`src/common/iefc_pkg.sv`:
```
// constants shared by the interrupt enable and flag control block
package iefc_pkg;

    // ************************************************************
    // register byte offsets
    // ************************************************************
    localparam logic [5:0] IEFC_OFF_CTRL   = 6'h00;
    localparam logic [5:0] IEFC_OFF_PFLAG1 = 6'h04;
    localparam logic [5:0] IEFC_OFF_PFLAG2 = 6'h08;
    localparam logic [5:0] IEFC_OFF_PEN1   = 6'h0C;
    localparam logic [5:0] IEFC_OFF_PEN2   = 6'h10;
    localparam logic [5:0] IEFC_OFF_PPRI1  = 6'h14;
    localparam logic [5:0] IEFC_OFF_PPRI2  = 6'h18;
    localparam logic [5:0] IEFC_OFF_CFG    = 6'h1C;
    localparam logic [5:0] IEFC_OFF_PORT   = 6'h20;

    // ************************************************************
    // interrupt_control bit positions
    // ************************************************************
    localparam int IEFC_B_GHE   = 7;
    localparam int IEFC_B_PLE   = 6;
    localparam int IEFC_B_TOIE  = 5;
    localparam int IEFC_B_EPIE  = 4;
    localparam int IEFC_B_PCIE  = 3;
    localparam int IEFC_B_TOF   = 2;
    localparam int IEFC_B_EPF   = 1;
    localparam int IEFC_B_PCF   = 0;

    // ************************************************************
    // peripheral_flag_one bit positions
    // ************************************************************
    localparam int IEFC_B_PPF   = 7;
    localparam int IEFC_B_ADF   = 6;
    localparam int IEFC_B_SRXF  = 5;
    localparam int IEFC_B_STXF  = 4;
    localparam int IEFC_B_SSPF  = 3;
    localparam int IEFC_B_CCPF  = 2;
    localparam int IEFC_B_T2F   = 1;
    localparam int IEFC_B_T1F   = 0;
    // software may write all but the two serial buffer flags
    localparam logic [7:0] IEFC_PFLAG1_WMASK = 8'hCF;

    // ************************************************************
    // configuration bit positions
    // ************************************************************
    localparam int IEFC_B_PMS   = 0;
    localparam int IEFC_B_TOPRI = 1;
    localparam int IEFC_B_PCPRI = 2;

    // ************************************************************
    // reset values
    // ************************************************************
    localparam logic [7:0] IEFC_RST_CTRL = 8'h00;
    localparam logic [7:0] IEFC_RST_FLAG = 8'h00;
    localparam logic [7:0] IEFC_RST_EN   = 8'h00;
    localparam logic [7:0] IEFC_RST_PRI  = 8'hFF;
    localparam logic [2:0] IEFC_RST_CFG  = 3'h6;

    // ************************************************************
    // bus responses
    // ************************************************************
    localparam logic [1:0] IEFC_RESP_OKAY   = 2'h0;
    localparam logic [1:0] IEFC_RESP_SLVERR = 2'h2;

endpackage

```
`src/hw/iefc_sync.sv`:
```
// two-stage synchroniser for pin inputs
`timescale 1ns/1ps
`default_nettype none

module iefc_sync
    import iefc_pkg::*;
#(
    parameter int WIDTH = 5
) (
    input  wire logic             sys_clk,
    input  wire logic             nrst,
    input  wire logic             ce,
    input  wire logic [WIDTH-1:0] async_in,
    output logic      [WIDTH-1:0] sync_out
);

    typedef struct packed {
        logic [WIDTH-1:0] stage1;
        logic [WIDTH-1:0] stage2;
    } iefc_sync_t;

    iefc_sync_t st;
    iefc_sync_t next_st;

    // ************************************************************
    // per-bit stages; stage1 feeds stage2 only
    // ************************************************************
    always_comb begin
        next_st = st;
        for (int i = 0; i < WIDTH; i++) begin
            next_st.stage1[i] = async_in[i];
            next_st.stage2[i] = st.stage1[i];
        end
    end

    // state register, frozen while ce is low
    always_ff @(posedge sys_clk) begin
        if (!nrst) begin
            st <= '0;
        end else if (ce) begin
            st <= next_st;
        end
    end

    assign sync_out = st.stage2;

endmodule

`default_nettype wire

```
`src/hw/iefc_ctrl.sv`:
```
// interrupt enable and flag control with an axi4-lite register slave
//
// Summary of operation
// - flags latch events regardless of enables
// - compat mode: high enable gates every interrupt
// - priority mode: high enable gates high-priority only
// - compat mode: low enable gates peripheral interrupts
// - priority mode: low enable gates low-priority peripherals
// - timer overflow enable gates its request
// - external pin enable gates its request
// - port change enable gates its request
// - timer overflow flag sticky until software clears
// - external pin flag sticky until software clears
// - upper port pin change sets port flag
// - mismatch keeps flag set until port read
// - peripheral flags split over two registers
// - parallel port access sets flag, software clears
// - serial flags follow buffer full and empty
// - other peripheral flags set by event or by a software write of one
//
// The implementer's own choices: the address map and the AXI4-Lite slave port.
`timescale 1ns/1ps
`default_nettype none

module iefc_ctrl
    import iefc_pkg::*;
(
    input  wire logic        sys_clk,
    input  wire logic        nrst,
    input  wire logic        ce,
    // axi4-lite slave
    input  wire logic [5:0]  s_axi_awaddr,
    input  wire logic        s_axi_awvalid,
    output logic             s_axi_awready,
    input  wire logic [31:0] s_axi_wdata,
    input  wire logic [3:0]  s_axi_wstrb,
    input  wire logic        s_axi_wvalid,
    output logic             s_axi_wready,
    output logic [1:0]       s_axi_bresp,
    output logic             s_axi_bvalid,
    input  wire logic        s_axi_bready,
    input  wire logic [5:0]  s_axi_araddr,
    input  wire logic        s_axi_arvalid,
    output logic             s_axi_arready,
    output logic [31:0]      s_axi_rdata,
    output logic [1:0]       s_axi_rresp,
    output logic             s_axi_rvalid,
    input  wire logic        s_axi_rready,
    // pins
    input  wire logic        ext_pin,
    input  wire logic [3:0]  upper_port_pins,
    // same-clock event sources
    input  wire logic        timer_zero_overflow,
    input  wire logic        parallel_port_access,
    input  wire logic        adc_done,
    input  wire logic        serial_rx_full,
    input  wire logic        serial_tx_empty,
    input  wire logic        ssp_done,
    input  wire logic        capture_compare_event,
    input  wire logic        timer_two_match,
    input  wire logic        timer_one_overflow,
    input  wire logic [7:0]  periph_two_events,
    // requests to the core
    output logic             irq_high,
    output logic             irq_low
);

    typedef struct packed {
        logic [7:0]  ctrl;
        logic [7:0]  pflag1;
        logic [7:0]  pflag2;
        logic [7:0]  pen1;
        logic [7:0]  pen2;
        logic [7:0]  ppri1;
        logic [7:0]  ppri2;
        logic [2:0]  cfg;
        logic [3:0]  port_latch;
        logic        ext_prev;
        logic        aw_held;
        logic [5:0]  aw_addr;
        logic        w_held;
        logic [7:0]  w_data;
        logic        w_lane0;
        logic        bvalid;
        logic [1:0]  bresp;
        logic        rvalid;
        logic [31:0] rdata;
        logic [1:0]  rresp;
        logic        irq_high;
        logic        irq_low;
    } iefc_state_t;

    iefc_state_t st;
    iefc_state_t next_st;

    logic [4:0] pins_sync;
    logic       ext_sync;
    logic [3:0] port_sync;

    // ************************************************************
    // pin synchronisers
    // ************************************************************
    iefc_sync #(
        .WIDTH (5)
    ) u_sync (
        .sys_clk  (sys_clk),
        .nrst     (nrst),
        .ce       (ce),
        .async_in ({ext_pin, upper_port_pins}),
        .sync_out (pins_sync)
    );

    assign ext_sync  = pins_sync[4];
    assign port_sync = pins_sync[3:0];

    // ************************************************************
    // combinational helpers
    // ************************************************************
    logic       aw_hs;
    logic       w_hs;
    logic       ar_hs;
    logic       do_write;
    logic       ext_event;
    logic       mismatch;
    logic [7:0] pf1_set;
    logic [7:0] pf1_wr;
    logic [7:0] ctrl_set;
    logic [7:0] ctrl_wr;
    logic       pms;
    logic       ghe;
    logic       ple;
    logic       to_req;
    logic       ep_req;
    logic       pc_req;
    logic [7:0] p1_req;
    logic [7:0] p2_req;
    logic       core_hi;
    logic       core_lo;
    logic       per_hi;
    logic       per_lo;
    logic       any_per;
    logic       any_core;

    // bus handshakes; one write and one read outstanding at most
    assign s_axi_awready = !st.aw_held && !st.bvalid;
    assign s_axi_wready  = !st.w_held && !st.bvalid;
    assign s_axi_arready = !st.rvalid;
    assign aw_hs         = s_axi_awvalid && s_axi_awready;
    assign w_hs          = s_axi_wvalid && s_axi_wready;
    assign ar_hs         = s_axi_arvalid && s_axi_arready;
    assign do_write      = st.aw_held && st.w_held && !st.bvalid && st.w_lane0;

    // rising edge on the synchronised external pin
    assign ext_event = ext_sync && !st.ext_prev;

    // port change persists while pins differ from the last port read
    assign mismatch = (port_sync != st.port_latch);

    // hardware set terms of interrupt_control
    always_comb begin
        ctrl_set              = '0;
        ctrl_set[IEFC_B_TOF]  = timer_zero_overflow;
        ctrl_set[IEFC_B_EPF]  = ext_event;
        ctrl_set[IEFC_B_PCF]  = mismatch;
    end

    // hardware set terms of peripheral_flag_one
    always_comb begin
        pf1_set              = '0;
        pf1_set[IEFC_B_PPF]  = parallel_port_access;
        pf1_set[IEFC_B_ADF]  = adc_done;
        pf1_set[IEFC_B_SSPF] = ssp_done;
        pf1_set[IEFC_B_CCPF] = capture_compare_event;
        pf1_set[IEFC_B_T2F]  = timer_two_match;
        pf1_set[IEFC_B_T1F]  = timer_one_overflow;
    end

    // software-written values, held where no write lands
    assign ctrl_wr = (do_write && st.aw_addr == IEFC_OFF_CTRL) ? st.w_data : st.ctrl;
    assign pf1_wr  = (do_write && st.aw_addr == IEFC_OFF_PFLAG1) ? st.w_data : st.pflag1;

    // ************************************************************
    // request gating toward the core
    // ************************************************************
    assign pms    = st.cfg[IEFC_B_PMS];
    assign ghe    = st.ctrl[IEFC_B_GHE];
    assign ple    = st.ctrl[IEFC_B_PLE];
    assign to_req = st.ctrl[IEFC_B_TOIE] && st.ctrl[IEFC_B_TOF];
    assign ep_req = st.ctrl[IEFC_B_EPIE] && st.ctrl[IEFC_B_EPF];
    assign pc_req = st.ctrl[IEFC_B_PCIE] && st.ctrl[IEFC_B_PCF];
    assign p1_req = st.pflag1 & st.pen1;
    assign p2_req = st.pflag2 & st.pen2;

    // the external pin source is always high priority
    assign core_hi  = ep_req || (to_req && st.cfg[IEFC_B_TOPRI])
                      || (pc_req && st.cfg[IEFC_B_PCPRI]);
    assign core_lo  = (to_req && !st.cfg[IEFC_B_TOPRI])
                      || (pc_req && !st.cfg[IEFC_B_PCPRI]);
    assign per_hi   = |(p1_req & st.ppri1) || |(p2_req & st.ppri2);
    assign per_lo   = |(p1_req & ~st.ppri1) || |(p2_req & ~st.ppri2);
    assign any_per  = |p1_req || |p2_req;
    assign any_core = to_req || ep_req || pc_req;

    // ************************************************************
    // next state
    // ************************************************************
    always_comb begin
        next_st = st;

        // write address and data may arrive in either order
        if (aw_hs) begin
            next_st.aw_held = 1'b1;
            next_st.aw_addr = s_axi_awaddr;
        end
        if (w_hs) begin
            next_st.w_held  = 1'b1;
            next_st.w_data  = s_axi_wdata[7:0];
            next_st.w_lane0 = s_axi_wstrb[0];
        end

        // complete the write once both halves are held
        if (st.aw_held && st.w_held && !st.bvalid) begin
            next_st.aw_held = 1'b0;
            next_st.w_held  = 1'b0;
            next_st.bvalid  = 1'b1;
            next_st.bresp   = IEFC_RESP_OKAY;
            if (st.aw_addr[1:0] != 2'h0 || st.aw_addr > IEFC_OFF_PORT) begin
                next_st.bresp = IEFC_RESP_SLVERR;
            end
            if (st.w_lane0) begin
                unique case (st.aw_addr)
                    IEFC_OFF_PFLAG2: next_st.pflag2 = st.w_data;
                    IEFC_OFF_PEN1:   next_st.pen1 = st.w_data;
                    IEFC_OFF_PEN2:   next_st.pen2 = st.w_data;
                    IEFC_OFF_PPRI1:  next_st.ppri1 = st.w_data;
                    IEFC_OFF_PPRI2:  next_st.ppri2 = st.w_data;
                    IEFC_OFF_CFG:    next_st.cfg = st.w_data[2:0];
                    default:         next_st.cfg = st.cfg;
                endcase
            end
        end else if (st.bvalid && s_axi_bready) begin
            next_st.bvalid = 1'b0;
        end

        // flags: an event in the clearing cycle wins over the clear
        next_st.ctrl = ctrl_wr | ctrl_set;
        next_st.pflag1 = ((pf1_wr | pf1_set) & IEFC_PFLAG1_WMASK)
                         | {2'h0, serial_rx_full, serial_tx_empty, 4'h0};
        next_st.pflag2 = next_st.pflag2 | periph_two_events;

        // read channel; a port read ends the mismatch
        if (ar_hs) begin
            next_st.rvalid = 1'b1;
            next_st.rresp  = IEFC_RESP_OKAY;
            next_st.rdata  = '0;
            unique case (s_axi_araddr)
                IEFC_OFF_CTRL:   next_st.rdata[7:0] = st.ctrl;
                IEFC_OFF_PFLAG1: next_st.rdata[7:0] = st.pflag1;
                IEFC_OFF_PFLAG2: next_st.rdata[7:0] = st.pflag2;
                IEFC_OFF_PEN1:   next_st.rdata[7:0] = st.pen1;
                IEFC_OFF_PEN2:   next_st.rdata[7:0] = st.pen2;
                IEFC_OFF_PPRI1:  next_st.rdata[7:0] = st.ppri1;
                IEFC_OFF_PPRI2:  next_st.rdata[7:0] = st.ppri2;
                IEFC_OFF_CFG:    next_st.rdata[2:0] = st.cfg;
                IEFC_OFF_PORT: begin
                    next_st.rdata[3:0] = port_sync;
                    next_st.port_latch = port_sync;
                end
                default: next_st.rresp = IEFC_RESP_SLVERR;
            endcase
        end else if (st.rvalid && s_axi_rready) begin
            next_st.rvalid = 1'b0;
        end

        next_st.ext_prev = ext_sync;

        // requests: flag, its enable and the global enables together
        if (pms) begin
            next_st.irq_high = ghe && (core_hi || per_hi);
            next_st.irq_low  = ple && (core_lo || per_lo);
        end else begin
            next_st.irq_high = ghe && (any_core || (ple && any_per));
            next_st.irq_low  = 1'b0;
        end
    end

    // ************************************************************
    // state register, frozen while ce is low
    // ************************************************************
    always_ff @(posedge sys_clk) begin
        if (!nrst) begin
            st        <= '0;
            st.ctrl   <= IEFC_RST_CTRL;
            st.pflag1 <= IEFC_RST_FLAG;
            st.pflag2 <= IEFC_RST_FLAG;
            st.pen1   <= IEFC_RST_EN;
            st.pen2   <= IEFC_RST_EN;
            st.ppri1  <= IEFC_RST_PRI;
            st.ppri2  <= IEFC_RST_PRI;
            st.cfg    <= IEFC_RST_CFG;
        end else if (ce) begin
            st <= next_st;
        end
    end

    // registered outputs
    assign s_axi_bvalid = st.bvalid;
    assign s_axi_bresp  = st.bresp;
    assign s_axi_rvalid = st.rvalid;
    assign s_axi_rdata  = st.rdata;
    assign s_axi_rresp  = st.rresp;
    assign irq_high     = st.irq_high;
    assign irq_low      = st.irq_low;

endmodule

`default_nettype wire

```
`config.mk`:
```
export PLATFORM = sky130hd
export DESIGN_NAME = iefc_ctrl
export DESIGN_NICKNAME = d
export VERILOG_FILES = /design/src/common/iefc_pkg.sv /design/src/hw/iefc_sync.sv /design/src/hw/iefc_ctrl.sv
export SDC_FILE = /design/constraint.sdc
export NUM_CORES = 1
export LEC_CHECK = 0
export CORE_ASPECT_RATIO = 1.5
export CORE_UTILIZATION = 56
export DETAILED_ROUTE_END_ITERATION = 7
export DONT_BUFFER_PORTS = 1
export HOLD_SLACK_MARGIN = 0.03
export PLACE_DENSITY = 0.71
export SYNTH_ARGS = -nofsm -noshare
export SYNTH_HDL_FRONTEND = slang
export SYNTH_HIERARCHICAL = 1
export SYNTH_SLANG_ARGS = --single-unit
export TNS_END_PERCENT = 100
```
`constraint.sdc`:
```
create_clock -name sys_clk -period 4.3 [get_ports sys_clk]
set_clock_uncertainty 0.15 [all_clocks]
set_input_delay 0.86 -clock sys_clk [delete_from_list [all_inputs] [get_ports sys_clk]]
set_output_delay 0.86 -clock sys_clk [all_outputs]
set_load 0.005 [all_outputs]
```
==> impl_metrics.csv <==
group,metric,value,unit
routing,routedWlPerCell,18.63,um
routing,ant_nets,0,
floorplanning,io_pins,121,
synth,syn_avg_cell_area,9.404,um2
floorplanning,die_h,121.8,um
critical_path,cp_top_family,"simple AND/OR/NAND/NOR gates",
place,place_area,5174,um2
floorplanning,core-area,9254,um2
layout,layout-drive-gt1-share,7.209,%
clock_network,clock_path_buffers,2,
synth,yosysSeqAreaShare,39.22,%
run,max_cap_violations,0,
floorplanning,die_x,81.88,um
status,status,"completed",
synth,yosysWarnings,6,
floorplanning,initial_core_util,57.92,%
layout,syn_to_final_growth,2.194,%
synth,synth-xor-area-share,0.6536,%
floorplanning,rows,43,
synth,ys_ff_latch,105,
synth,synth_compound_area_share,9.991,%
clock_network,cts_resized,0,
global_routing,grt_max_degree,109,
clock_network,cts_num_sinks,105,
critical_path,max_stage_delay,0.70,ns
sta,hold_ws,0.3300,ns
synth,synth_top_family_by_area,"simple AND/OR/NAND/NOR gates",
sta,finalSetupViolCount,0,
layout,design_area,5478,um2
synth,synthCells,570,
clock_network,clock_latency,0.35,ns
synth,synth_fa_ha_area_share,0,%
clock_network,htreeDepth,3,
synth,syn_area,5360,um2
pwr,peakVddDrop,0.2851,mV
layout,layout_common_cells,"dfxtp_1, nand2_1, mux2i_1",
critical_path,arrival,2.68,ns
routing,drtIter0Drc,355,
global_routing,antenna_found_initial,0,
global_routing,track_usage,26.13,%
sta,relSlewSlack,31.11,%
sta,slew_violations,0,
synth,synthDistinctLibCells,51,
place,dp_hpwl,8559,um
critical_path,path_cells,"nand4b_4 -> or4b_1 -> nor3_4 -> mux2i_1 -> nor2b_1",
synth,synth.area.top_cells,"dfxtp_1, mux2i_1, nand2_1",
pwr,leakagePower,2.102,nW
critical_path,slowest_stage,"or4b_1",
clock_network,cts_made_buffers,9,
clock_network,post-cts-setup-buffers,0,
critical_path,crit_required,4.39,ns
layout,diodes,0,
global_routing,grt_first_pass_wirelength,19260,um
routing,viasPerCell,6.070,
critical_path,crit_path_max_fanout,40,
routing,wirelength,12170,um
layout,final_common_cell,"dfxtp_1",
routing,drc,0,
sta,hold_violations,0,
sta,fin_crit_sh,60.18,%
sta,max_freq,0.3864,GHz
synth,async_flop_share,0,%
routing,first_pass_iters,5,
routing,dr_total_vias,3964,
synth,synth_top_area_share,39.22,%
clock_network,clk_pin_slew,0.07,ns
global_routing,overflow,0,
critical_path,crit_path_start_kind,"input port",
layout,final_nets,614,
min_path,hp-class,"reg -> reg",
synth,synthSimpleGateAreaFrac,21.36,%
layout,fillers,813,
global_routing,grt_pass1_vias,3782,
clock_network,holdBufCountCts,0,
sta,tightest_slew,1.031,ns
pwr,power_density,362.0,nW/um2
critical_path,endpoint_kind,"flip-flop",
sta,rsz0062_at_grt,"no",
critical_path,worst-path-buf-inv,0,
floorplanning,die-area,9975,um2
clock_network,cts_tree,"yes",
place,gp_congestion,0.9179,
sta,period_needed,2.588,ns
critical_path,path_class,"in -> reg",
layout,final_core_util,59.19,%
sta,timing.setup.tns,0,ns
synth,synth_top_cell_by_area,"dfxtp_1",
synth,synth_mux_area_share,20.66,%
synth,synth_edf_count,0,
clock_network,root_buffer,"clkbuf_16",
synth,ys.flop_type,"dfxtp_1",
place,port_buffers,0,
## worst register-to-register path: stages, from the launching register on
cell and delay, ns:
dfxtp_1 0.39, nand4b_4 0.25, or4b_1 0.70, nor3_4 0.63, mux2i_1 0.28, nor2b_1 0.06
## synthesized netlist by cell type, types with 2 or more instances
cell	instances
buf_4	36
nor2_1	6
and3_1	3
nor2b_1	46
a31oi_1	3
a21oi_1	6
clkbuf_1	29
a22oi_1	4
dfxtp_1	105
o21ai_0	11
buf_1	2
or4b_2	2
o2bb2ai_1	3
a21boi_1	8
mux4_2	10
o22ai_1	9
inv_1	3
a21boi_0	24
nand4_1	10
nor4b_2	2
nand3_1	28
nand2_1	94
nand4b_1	2
nor3_4	3
nor3_1	4
xor2_1	4
buf_6	3
mux2i_1	87
## power breakdown
| group | total [W] | internal (W) | switching [W] |
|---|---|---|---|
| Combinational | 0.000105 | 0.0000584 | 0.0000466 |
| Clock | 0.000841 | 0.000470 | 0.000372 |
| Sequential | 0.00104 | 0.000999 | 0.0000376 |
## per-layer routing
metal | up-vias | share of wire, % | track usage (%)
met1 | 1861 | 42 | 32.78
met2 | 184 | 49 | 42.20
met3 | 33 | 6.3 | 4.869
li1 | 1886 | - | -
met4 | 0 | 3.1 | 12.94
met5 | - | 0 | 0
## cell type report
type | instances | area (um2) | area share [%]
Inverter | 3 | 11.26 | 0.2056
Tap cell | 112 | 140.1 | 2.558
Clock buffer | 10 | 239.0 | 4.363
Sequential cell | 105 | 2102 | 38.37
Clock inverter | 6 | 65.06 | 1.188
Multi-Input combinational cell | 417 | 2920 | 53.31
## path summary, 6_finish.rpt
path / startpoint / end / slack, ns / cells after the start
worst min register to register: st[58] / st[58] / 0.33 / 2
worst max register to register: s_axi_bvalid / st[95] / 1.73 / 5
worst max-delay path: ce / st[95] / 1.71 / 5
worst min-delay path: st[58] / st[58] / 0.33 / 2
## cells by family after synthesis
logic type | after synthesis
other | 1
muxes | 98
DFF | 105
AOI/OAI and AO/OA | 77
xor gates and xnor gates | 4
buffers and inverters | 73
and+or+nand+nor | 212
## sequential cells by signal, indices dropped and copies added (netlist names)
| register | cells |
|---|---|
| ple | 1 |
| st | 78 |
| s_axi_rvalid | 1 |
| s_axi_rresp | 1 |
| ghe | 1 |
| s_axi_rdata | 8 |
| s_axi_bvalid | 1 |
| u_sync/sync_out | 5 |
| pms | 1 |
| u_sync/next_st | 5 |
| irq_low | 1 |
| s_axi_bresp | 1 |
| irq_high | 1 |
## per-stage QoR
stage	worst slack, ns	total power (W)	std cells
2_1_floorplan	1.731	0.001180	595
3_3_place_gp	1.398	0.001159	637
3_5_place_dp	1.357	0.001163	637
4_1_cts	1.724	0.002001	653
5_1_grt	1.592	0.002052	653
6_report	1.712	0.001983	653
Note: power is estimated with default switching activity, not from simulation.
